==> config.mk <==
export PLATFORM = sky130hd
export DESIGN_NAME = light_readout
export DESIGN_NICKNAME = d
export VERILOG_FILES = /design/src/logic/light_pkg.sv /design/src/logic/light_readout.sv /design/src/logic/light_averager.sv
export SDC_FILE = /design/constraint.sdc
export NUM_CORES = 1
export LEC_CHECK = 0
export BUFFER_PORTS_ARGS = -buffer_cell sky130_fd_sc_hd__buf_2
export CORE_MARGIN = 2
export CORE_UTILIZATION = 45
export DETAILED_ROUTE_END_ITERATION = 12
export PLACE_DENSITY = 0.59
export SLEW_MARGIN = 20
export SYNTH_ARGS = -nofsm -noshare
export SYNTH_HDL_FRONTEND = slang
export SYNTH_SLANG_ARGS = --single-unit
==> constraint.sdc <==
create_clock -name mclk -period 6.65 [get_ports mclk]
set_input_delay 0 -clock mclk [delete_from_list [all_inputs] [get_ports mclk]]
set_output_delay 0 -clock mclk [all_outputs]
set_load 0.05 [all_outputs]
==> src/logic/light_pkg.sv <==
// Constants, register map and carrier types of the ambient light readout.
// Assumes one 100 MHz clock shared by register port, sequencer and converter.
package light_pkg;

    // ==========================================================
    // Register map
    localparam logic [7:0] ADDR_PARAM = 8'h84;
    localparam logic [7:0] ADDR_RES_HI = 8'h85;
    localparam logic [7:0] ADDR_RES_LO = 8'h86;
    localparam logic [7:0] RDATA_UNMAPPED = 8'h00;

    // ==========================================================
    // Parameter register fields
    localparam int CONT_BIT = 7;
    localparam int RATE_LSB = 4;
    localparam int RATE_W = 3;
    localparam int OFFS_BIT = 3;
    localparam int AVG_LSB = 0;
    localparam int AVG_W = 3;
    localparam int AVG_MAX_CODE = 7;

    typedef struct packed {
        logic cont;                  // bit 7
        logic [RATE_W-1:0] rate;     // bits 6:4
        logic offs_en;               // bit 3
        logic [AVG_W-1:0] avg;       // bits 2:0
    } light_param_t;

    localparam light_param_t PARAM_RESET = '{cont: 1'b0, rate: 3'h0, offs_en: 1'b1, avg: 3'h5};

    // ==========================================================
    // Result and converter widths
    localparam int RES_W = 16;
    localparam int SUM_W = RES_W + AVG_MAX_CODE;

    // ==========================================================
    // Register port request
    typedef struct packed {
        logic wr;
        logic rd;
        logic [7:0] addr;
        logic [7:0] wdata;
    } reg_req_t;

    // ==========================================================
    // Timing
    localparam int CLK_PERIOD_NS = 10;
    localparam int SETTLE_NS = 1000;
    localparam int SETTLE_CYCLES = (SETTLE_NS + CLK_PERIOD_NS - 1) / CLK_PERIOD_NS;
    localparam int SECOND_NS = 1000000000;
    localparam int SECOND_CYCLES = SECOND_NS / CLK_PERIOD_NS;

    // ==========================================================
    // Sequencer states
    typedef enum logic [2:0] {
        ST_IDLE = 3'b000,
        ST_OFFS_START = 3'b001,
        ST_OFFS_WAIT = 3'b010,
        ST_CONV_START = 3'b011,
        ST_CONV_WAIT = 3'b100,
        ST_GAP = 3'b101,
        ST_STORE = 3'b110
    } seq_state_t;

endpackage

==> src/logic/light_readout.sv <==
// Ambient light parameter register, result registers and measurement sequencer.
// Assumes a register port decoded from the serial bus and a converter on mclk.
module light_readout #(
    parameter int SEC_CYCLES = light_pkg::SECOND_CYCLES,    // cycles in one second
    parameter int GAP_CYCLES = light_pkg::SETTLE_CYCLES     // settle time between conversions
) (
    input wire logic mclk,                                  // system clock
    input wire logic reset,                                 // synchronous, active high
    input wire light_pkg::reg_req_t reg_req,                // register access
    output logic [7:0] reg_rdata,                           // read data, one cycle after rd
    input wire logic selftimed_en,                          // self-timed state machine enabled
    input wire logic light_periodic_en,                     // periodic ambient measurement enabled
    input wire logic light_ondemand_trigger,                // one-cycle on-demand request
    output logic meas_busy,                                 // measurement run in progress
    output logic result_ready,                              // one-cycle pulse, new result stored
    output logic adc_start,                                 // one-cycle conversion start
    output logic adc_offset,                                // conversion measures the dark offset
    input wire logic adc_done,                              // conversion complete
    input wire logic [light_pkg::RES_W-1:0] adc_data        // conversion value
);
    import light_pkg::*;

    if (SEC_CYCLES < 8 || GAP_CYCLES < 1) begin : g_bad_params
        $error("light_readout: SEC_CYCLES must be at least 8, GAP_CYCLES at least 1");
    end

    light_param_t shadow_q;
    light_param_t active_q;
    logic [RES_W-1:0] result_q;
    logic [RES_W-1:0] result_d;
    logic [RES_W-1:0] offset_q;
    logic [RES_W-1:0] mean;
    logic [7:0] conv_cnt_q;
    logic [7:0] conv_total;
    logic [31:0] rate_acc_q;
    logic [31:0] rate_next;
    logic [31:0] gap_cnt_q;
    logic rate_tick;
    logic ondemand_run_q;
    logic last_conv;
    logic skip_gap;
    logic start_run;
    logic sample_valid;
    seq_state_t state_q;
    seq_state_t state_d;

    // ==========================================================
    // Parameter register
    always_ff @(posedge mclk) begin
        if (reset) begin
            shadow_q <= PARAM_RESET;
        end else if (reg_req.wr && reg_req.addr == ADDR_PARAM) begin
            shadow_q <= light_param_t'(reg_req.wdata);
        end
    end

    // Values in use are frozen while self-timed mode runs
    always_ff @(posedge mclk) begin
        if (reset) begin
            active_q <= PARAM_RESET;
        end else if (!selftimed_en) begin
            active_q <= shadow_q;
        end
    end

    // ==========================================================
    // Register read port; result bytes have no write path
    always_ff @(posedge mclk) begin
        if (reset) begin
            reg_rdata <= RDATA_UNMAPPED;
        end else if (reg_req.rd) begin
            case (reg_req.addr)
                ADDR_PARAM: reg_rdata <= shadow_q;
                ADDR_RES_HI: reg_rdata <= result_q[15:8];
                ADDR_RES_LO: reg_rdata <= result_q[7:0];
                default: reg_rdata <= RDATA_UNMAPPED;
            endcase
        end
    end

    // ==========================================================
    // Self-timed rate: adds runs-per-second (rate code + 1) each cycle, wraps once per run
    always_comb begin
        rate_next = rate_acc_q + 32'(active_q.rate) + 32'h1;
        rate_tick = rate_next >= 32'(SEC_CYCLES);
    end

    always_ff @(posedge mclk) begin
        if (reset || !(selftimed_en && light_periodic_en)) begin
            rate_acc_q <= '0;
        end else if (rate_tick) begin
            rate_acc_q <= rate_next - 32'(SEC_CYCLES);
        end else begin
            rate_acc_q <= rate_next;
        end
    end

    // On-demand requests are ignored while self-timed mode is enabled
    always_comb begin
        start_run = (selftimed_en && light_periodic_en && rate_tick) || (!selftimed_en && light_ondemand_trigger);
    end

    // ==========================================================
    // Sequencer
    always_comb begin
        conv_total = 8'h1 << active_q.avg;
        last_conv = conv_cnt_q == conv_total - 8'h1;
        skip_gap = active_q.cont && ondemand_run_q;
        sample_valid = state_q == ST_CONV_WAIT && adc_done;
    end

    always_comb begin
        state_d = state_q;
        case (state_q)
            ST_IDLE: begin
                if (start_run) begin
                    state_d = active_q.offs_en ? ST_OFFS_START : ST_CONV_START;
                end
            end
            ST_OFFS_START: state_d = ST_OFFS_WAIT;
            ST_OFFS_WAIT: begin
                if (adc_done) begin
                    state_d = skip_gap ? ST_CONV_START : ST_GAP;
                end
            end
            ST_CONV_START: state_d = ST_CONV_WAIT;
            ST_CONV_WAIT: begin
                if (adc_done) begin
                    if (last_conv) begin
                        state_d = ST_STORE;
                    end else begin
                        state_d = skip_gap ? ST_CONV_START : ST_GAP;
                    end
                end
            end
            ST_GAP: begin
                if (gap_cnt_q == 32'(GAP_CYCLES - 1)) begin
                    state_d = ST_CONV_START;
                end
            end
            ST_STORE: state_d = ST_IDLE;
            default: state_d = ST_IDLE;
        endcase
    end

    always_ff @(posedge mclk) begin
        if (reset) begin
            state_q <= ST_IDLE;
        end else begin
            state_q <= state_d;
        end
    end

    always_ff @(posedge mclk) begin
        if (reset) begin
            ondemand_run_q <= 1'b0;
        end else if (state_q == ST_IDLE && start_run) begin
            ondemand_run_q <= !selftimed_en;
        end
    end

    always_ff @(posedge mclk) begin
        if (reset || state_q != ST_GAP) begin
            gap_cnt_q <= '0;
        end else begin
            gap_cnt_q <= gap_cnt_q + 32'h1;
        end
    end

    always_ff @(posedge mclk) begin
        if (reset || state_q == ST_IDLE) begin
            conv_cnt_q <= '0;
        end else if (sample_valid) begin
            conv_cnt_q <= conv_cnt_q + 8'h1;
        end
    end

    // No offset measured means nothing to subtract
    always_ff @(posedge mclk) begin
        if (reset || (state_q == ST_IDLE && start_run)) begin
            offset_q <= '0;
        end else if (state_q == ST_OFFS_WAIT && adc_done) begin
            offset_q <= adc_data;
        end
    end

    light_averager u_avg (
        .mclk(mclk),
        .reset(reset),
        .clear(state_q == ST_IDLE),
        .sample_valid(sample_valid),
        .sample(adc_data),
        .avg_code(active_q.avg),
        .mean(mean)
    );

    // Offset above the mean clamps to zero instead of wrapping
    always_comb begin
        result_d = (mean > offset_q) ? mean - offset_q : '0;
    end

    always_ff @(posedge mclk) begin
        if (reset) begin
            result_q <= '0;
        end else if (state_q == ST_STORE) begin
            result_q <= result_d;
        end
    end

    // ==========================================================
    // Output flops
    always_ff @(posedge mclk) begin
        if (reset) begin
            adc_start <= 1'b0;
            adc_offset <= 1'b0;
            meas_busy <= 1'b0;
            result_ready <= 1'b0;
        end else begin
            adc_start <= state_d == ST_OFFS_START || state_d == ST_CONV_START;
            adc_offset <= state_d == ST_OFFS_START || state_d == ST_OFFS_WAIT;
            meas_busy <= state_d != ST_IDLE;
            result_ready <= state_q == ST_STORE;
        end
    end

    // ==========================================================
    // Assertions
    logic [RES_W-1:0] last_sample_q;
    always_ff @(posedge mclk) begin
        if (sample_valid) begin
            last_sample_q <= adc_data;
        end
    end

    a_param_write: assert property (@(posedge mclk) disable iff (reset)
        reg_req.wr && reg_req.addr == ADDR_PARAM |=> shadow_q == $past(reg_req.wdata))
        else $error("parameter write not stored");

    a_param_reset: assert property (@(posedge mclk)
        $past(reset) |-> shadow_q == PARAM_RESET && active_q == PARAM_RESET)
        else $error("parameter reset value wrong");

    a_active_frozen: assert property (@(posedge mclk) disable iff (reset)
        $past(selftimed_en) && selftimed_en |=> $stable(active_q))
        else $error("parameters changed during self-timed mode");

    a_result_ro: assert property (@(posedge mclk) disable iff (reset)
        reg_req.wr && state_q != ST_STORE |=> $stable(result_q))
        else $error("result changed without a measurement");

    a_read_high: assert property (@(posedge mclk) disable iff (reset)
        reg_req.rd && reg_req.addr == ADDR_RES_HI && state_q != ST_STORE |=> reg_rdata == result_q[15:8])
        else $error("high result byte read wrong");

    a_read_low: assert property (@(posedge mclk) disable iff (reset)
        reg_req.rd && reg_req.addr == ADDR_RES_LO && state_q != ST_STORE |=> reg_rdata == result_q[7:0])
        else $error("low result byte read wrong");

    a_offset_first: assert property (@(posedge mclk) disable iff (reset)
        state_q == ST_IDLE && start_run && active_q.offs_en |=> state_q == ST_OFFS_START ##1 adc_offset)
        else $error("offset not measured first");

    a_conv_count: assert property (@(posedge mclk) disable iff (reset)
        state_q == ST_STORE |-> conv_cnt_q == conv_total)
        else $error("wrong number of conversions in run");

    a_gap_kept: assert property (@(posedge mclk) disable iff (reset)
        sample_valid && !last_conv && !ondemand_run_q |=> state_q == ST_GAP)
        else $error("self-timed run skipped settle gap");

    a_cont_skip: assert property (@(posedge mclk) disable iff (reset)
        sample_valid && !last_conv && skip_gap |=> state_q == ST_CONV_START)
        else $error("continuous run kept settle gap");

    a_single_mean: assert property (@(posedge mclk) disable iff (reset)
        state_q == ST_STORE && active_q.avg == 3'h0 && !active_q.offs_en |=> result_q == last_sample_q)
        else $error("single conversion result wrong");

    a_result_stored: assert property (@(posedge mclk) disable iff (reset)
        state_q == ST_STORE |=> result_ready && result_q == $past(result_d))
        else $error("result not stored at end of run");

    c_ondemand_run: cover property (@(posedge mclk) disable iff (reset)
        ondemand_run_q && result_ready);
    c_selftimed_run: cover property (@(posedge mclk) disable iff (reset)
        !ondemand_run_q && result_ready);
    c_cont_run: cover property (@(posedge mclk) disable iff (reset)
        active_q.cont && ondemand_run_q && state_q == ST_STORE);
    c_offset_clamp: cover property (@(posedge mclk) disable iff (reset)
        state_q == ST_STORE && offset_q > mean);

endmodule // light_readout

==> src/logic/light_averager.sv <==
// Accumulates the single conversions of one run and forms their mean.
// Assumes the sequencer clears it before each run and feeds at most 2^7 samples.
module light_averager (
    input wire logic mclk,                                  // system clock
    input wire logic reset,                                 // synchronous, active high
    input wire logic clear,                                 // start of run
    input wire logic sample_valid,                          // one sample this cycle
    input wire logic [light_pkg::RES_W-1:0] sample,         // converter sample
    input wire logic [light_pkg::AVG_W-1:0] avg_code,       // log2 of samples per run
    output logic [light_pkg::RES_W-1:0] mean                // sum divided by 2^avg_code
);
    import light_pkg::*;

    logic [SUM_W-1:0] sum_q;
    logic [SUM_W-1:0] shifted;

    // ==========================================================
    // Accumulator
    always_ff @(posedge mclk) begin
        if (reset || clear) begin
            sum_q <= '0;
        end else if (sample_valid) begin
            sum_q <= sum_q + {{(SUM_W-RES_W){1'b0}}, sample};
        end
    end

    // Power-of-two count makes the division a plain shift
    always_comb begin
        shifted = sum_q >> avg_code;
        mean = shifted[RES_W-1:0];
    end

endmodule // light_averager

== Yosys cells after proc, flatten, opt, wreduce, memory -nomap -nowiden ==
Cells that the tools add are included.
Storage, ports and cells
  bits in registers: 159
  output and inout port bits: 12
Operators by class
  add/sub/neg operators: 8
  equal/unequal tests: 15
  order comparisons: 2
  muxes and demuxes: 11
  reductions and logical operators: 19
  shift-type cells: 2
Operators by type and width (number)
  $add A32 B1 Y32 const B: 2
  $add A32 B3 Y32: 1
  $eq A32 B7 Y1 const B: 1
  $ge A32 B27 Y1 const B: 1
  $mux W32: 1
  $sub A32 B27 Y32 const B: 1
  $eq A8 B8 Y1 const B: 3
  $pmux W8 S3: 1
  $add A23 B16 Y23: 1
  $shr A23 B3 Y16: 1
  $mux W3: 6
  $pmux W3 S6: 1
  $gt A16 B16 Y1: 1
  $mux W16: 1
  $sub A16 B16 Y16: 1
  $eq A3 B2 Y1 const B: 4
  $eq A3 B3 Y1 const B: 3
  $add A8 B1 Y8 const B: 1
  $eq A8 B8 Y1: 1
  $logic_and A1 B1 Y1: 8
  $shl A1 B3 Y8 const A: 1
  $sub A8 B1 Y8 const B: 1
  $logic_or A1 B1 Y1: 7
  $eq A3 B1 Y1 const B: 2
  5 further kinds: 6

== Depth between registers and ports, before layout ==
  depth after elaboration: 9
  gate-level depth with buffers: 20
  depth with buffers taken out: 17

== Modules after synthesis ==
From an unflattened synthesis, not the netlist that was laid out.
Second synthesis, totals
  cell total of the unflattened synthesis: 1246
  area total of the unflattened synthesis: 10070.9 um2
By module, submodules not included
  light_readout: times used 1, cells each 945, area an instance 7738.7 um2
  light_averager: times used 1, cells each 301, area an instance 2332.2 um2

== Worst setup path before layout ==
No wires, ideal clock.
  path kind: register to register
  start: register active_q[1] (netlist bit)
  end: register result_q[2]
  path slack: 2.390 ns
  library setup time: 0.128 ns
  required time: 6.522 ns
  buffers on the path: 3
  cell stages (with the launch flop): 18
  data arrival time: 4.132 ns
  cells stage by stage: dfxtp_1 -> clkbuf_1 -> buf_1 -> mux2i_1 -> mux4_2 -> ha_1 -> inv_1 -> fa_1 -> a21o_1 -> a21o_1 -> a2111oi_0 -> o31a_1 -> a21oi_1 -> nor2b_1 -> o31a_1 -> clkbuf_1 -> a22oi_1 -> nor2_1
On the way
  cells in the longest elaborated chain, start to end: 3
  elaborated cells between the ends (all ways): 4
  classes of those cells: add/sub: 1; order compare: 1; shift: 1; mux: 1
RTL lines
  start, declared: line light_readout.sv:28  | light_param_t active_q;
  start signal, assigned: line light_readout.sv:62  | active_q <= shadow_q;
  $shr A23 B3 Y16 *: line light_averager.sv:29  | shifted = sum_q >> avg_code;
  $sub A16 B16 Y16 / $gt A16 B16 Y1 (equally long branches): line light_readout.sv:199  | result_d = (mean > offset_q) ? mean - offset_q : '0;
  $mux W16 *: line light_readout.sv:199
  end signal, assigned: line light_readout.sv:206  | result_q <= result_d;
  end, declared: line light_readout.sv:29  | logic [RES_W-1:0] result_q;
Mark *: on every way between the ends. The rest lies on a longest branch, timed or not.
A chain may end at the register's enable or synchronous reset.

== Worst setup path in the final report ==
  start: register active_q[2] (netlist bit)
  end: register result_q[3]
The elaborated chain is that of the path after synthesis.

==> flow_summary.json <==
{
  "finalSetupViolCount": 0,
  "dp.cells": 1506,
  "leakage_uw": 0.00421,
  "final_nets": 1353,
  "synth-edff-count": 0,
  "postSynthAreaPerCell_um2": 8.12,
  "ctsResizeCount": 0,
  "crit_type": "reg2reg",
  "hold_violations": 0,
  "r2r-end": "result_q[3]$_SDFFE_PP0P_",
  "most-common-layout-cells": "dfxtp_1 (159), nand2_1 (132), nor2_1 (131)",
  "synth_top_cell_by_area": "dfxtp_1",
  "tightest_slew_ns": 0.986,
  "syn-cell-area_mm2": 0.00997,
  "rows": 54,
  "grt_usage": 0.206,
  "max_freq_mhz": 209,
  "fp.dieH_um": 153,
  "grt_pass1_wl_um": 40000,
  "rsz0062_at_grt": "false",
  "ys_seq_area_frac": 0.319,
  "cts.clk_slew.worst_paths_ns": 0.07,
  "drcViolationCount": 0,
  "clkPwrFrac": 0.480,
  "slew_violations": 0,
  "syn_to_final_growth_pct": 12.4,
  "synth_top_area_share": 0.319,
  "final_cells": 1563,
  "clkLatencyLatePin_ns": 0.42,
  "synth-warning-count": 0,
  "slowest_stage": "dfxtp_1",
  "clockRootBuffer": "clkbuf_16",
  "clock_path_buffers": 2,
  "firstDrtPassIters": 5,
  "r2r-start": "active_q[2]$_SDFFE_PP1N_",
  "grt_max_degree": 54,
  "finalWirelength_um": 24400,
  "antenna_cells": 0,
  "first_iter_violations": 400,
  "fin_crit_sh": 0.720,
  "cts.sinks": 159,
  "n_fill_cell": 2133,
  "postRouteAntennaNets": 0,
  "powerDensity_mw_per_mm2": 188,
  "dieArea_mm2": 0.0234,
  "startpoint": "active_q[2]$_SDFFE_PP1N_",
  "final_common_cell": "dfxtp_1",
  "cts.htree.levels": 4,
  "swShare": 0.232,
  "r2r_slack_ns": 1.86,
  "cp_max_fo": 25,
  "finClkSkew_ns": 0.00984,
  "core_area_mm2": 0.0218,
  "maxCapViolCount": 0,
  "cts_tree": "built",
  "critical_path.max_stage_delay_ns": 0.83,
  "io_pins": 52,
  "max-vdd-ir-drop_v": 0.000146,
  "end_kind": "flip-flop",
  "io_buffers": 51,
  "gp_congestion": 0.872,
  "p_sw_uw": 488,
  "status": "finished, final reports clean",
  "post_cts_buffers": 0,
  "crit_chain": "inv_1, mux4_2, ha_1, inv_1, fa_1, a21o_1, a21o_1, a2111oi_0, o31a_1, a21oi_1, nor2b_1, o31a_1, a32oi_1, nor2_1",
  "first_global_vias": 8206,
  "initial_utilization": 0.458,
  "finalCriticalPeriod_ns": 4.79,
  "synth-async-reset-ratio": 0,
  "antenna_found_initial": 0,
  "pwr-share-comb": 0.065,
  "grt_overflow": 0,
  "drive_above_1_share": 0.110,
  "crit_end": "result_q[3]$_SDFFE_PP0P_",
  "cts_inserted_buffers": 17,
  "vias": 8709,
  "hpwl_um": 17700,
  "p_int_uw": 1620,
  "synthFlopType": "dfxtp_1",
  "slew_headroom": 0.338,
  "synth.distinct_cells": 82,
  "r2r_cells": 14,
  "synthCells": 1227,
  "power_frac_seq": 0.455,
  "syn_nets": 1310,
  "ys_ff_latch": 159,
  "arrival_ns": 5.06,
  "holdCritPathClass": "in2reg",
  "synthTopCellsByArea": "dfxtp_1 (32%), xnor2_1 (5.2%), ha_1 (5.0%)",
  "vias_per_cell": 5.57,
  "crit_path_start_kind": "flip-flop",
  "fp.dieW_um": 153,
  "setup_tns_ns": 0,
  "required_ns": 6.93,
  "wire_per_inst_um": 15.6
}
cell type report:
| type | instances | area, um2 | area share |
|---|---|---|---|
| Clock buffer | 20 | 447 | 0.0399 |
| Clock inverter | 12 | 161 | 0.0144 |
| Inverter | 42 | 158 | 0.0141 |
| Multi-Input combinational cell | 970 | 6370 | 0.569 |
| Sequential cell | 159 | 3180 | 0.284 |
| Tap cell | 280 | 350 | 0.0313 |
| Timing Repair Buffer | 80 | 536 | 0.0478 |
what timing repair did:
| action | CTS | global route |
|---|---|---|
| endpoints found under the setup margin | 0 | 0 |
| endpoints found under the hold margin | 31 | 0 |
| hold buffers | 25 | 0 |
per-stage QoR:
| step | total power, uW | setup slack [ns] | util | cell area, um2 | hold slack [ns] |
|---|---|---|---|---|---|
| finish | 2110 | 1.86 | 0.515 | 11200 | 0.0354 |
| global route | 2180 | 1.55 | 0.515 | 11200 | 0.0782 |
| CTS | 2130 | 1.94 | 0.515 | 11200 | 0.0220 |
| detailed placement | 1110 | 1.94 | 0.476 | 10300 | 0.240 |
| global placement | 1110 | 2.06 | 0.476 | 10300 | 0.230 |
| floorplan | 1070 | 2.39 | - | 9970 | 0.133 |
kinds of logic after synthesis:
logic type,synth area share
fa+ha+maj,0.0562
buf+inv,0.0414
xor+xnor,0.0975
mux,0.0621
simple gates,0.261
flops,0.319
compound gates,0.162
registers in the layout (all words and copies together) (netlist names):
name,count
active_q,8
adc_offset,1
adc_start,1
conv_cnt_q,8
gap_cnt_q,32
meas_busy,1
offset_q,16
ondemand_run_q,1
rate_acc_q,32
reg_rdata,8
result_q,16
result_ready,1
shadow_q,8
state_q,3
u_avg.sum_q,23
worst min path at each step:
stage / start / to / slack, ns / cells after the start
3_3_place_gp: reg_req[5] / shadow_q[5]$_SDFFE_PP0P_ / 0.23 / 3
4_1_cts: adc_done / adc_offset$_SDFF_PP0_ / 0.02 / 4
5_1_grt: adc_done / state_q[2]$_SDFF_PP0_ / 0.08 / 4
2_1_floorplan: adc_data[0] / offset_q[0]$_SDFFE_PP0P_ / 0.13 / 2
6_report: adc_done / adc_offset$_SDFF_PP0_ / 0.04 / 4
3_5_place_dp: reg_req[4] / shadow_q[4]$_SDFFE_PP0P_ / 0.24 / 3
Yosys cell counts (all sizes together) (4+ instances only):
| cell | count |
|---|---|
| and4 | 5 |
| a2111oi | 5 |
| o31ai | 4 |
| nor2b | 25 |
| clkbuf | 35 |
| nor4 | 13 |
| ha | 40 |
| xnor2 | 59 |
| mux2 | 11 |
| nor3 | 28 |
| a211oi | 9 |
| or3 | 13 |
| and2 | 10 |
| o21ai | 41 |
| buf | 21 |
| a31o | 4 |
| xor2 | 52 |
| nand4 | 29 |
| nor2 | 134 |
| or2 | 11 |
| a21o | 12 |
| and3 | 25 |
| nand3 | 48 |
| nand2b | 19 |
| inv | 42 |
| nand2 | 133 |
| a21oi | 96 |
| nand3b | 7 |
| mux2i | 45 |
| a31oi | 6 |
| a311oi | 4 |
| nor3b | 7 |
| dfxtp | 159 |
| a22oi | 17 |
| a21boi | 4 |
| a211o | 9 |
metal layers:
layer / part of all wire / vias up / global-route usage / wire (um)
met1: 0.48 / 4125 / 0.275 / 11700
li1: - / 4428 / - / -
met2: 0.47 / 124 / 0.347 / 11600
met5: 0 / - / 0 / 0
met4: 0.019 / 0 / 0.0595 / 461
met3: 0.027 / 32 / 0.0326 / 667
power by group through the flow:
stage	sequential, uW	clock, uW	combinational [uW]
floorplan	980	0	90.5
detailed placement	981	0	127
finish	959	1010	138
global route	959	1070	152
CTS	959	1040	138
global placement	980	0	126
critical path: cells and delay by family, from the launching register on:
| family | cells | cell delay [ns] |
|---|---|---|
| adders and majority gates | 2 | 0.56 |
| DFF | 1 | 0.83 |
| muxes | 1 | 0.46 |
| buffers and inverters | 2 | 0.51 |
| AOI/OAI and AO/OA | 7 | 2.07 |
| and+or+nand+nor | 2 | 0.21 |
Power figures use the tool's default switching activity.
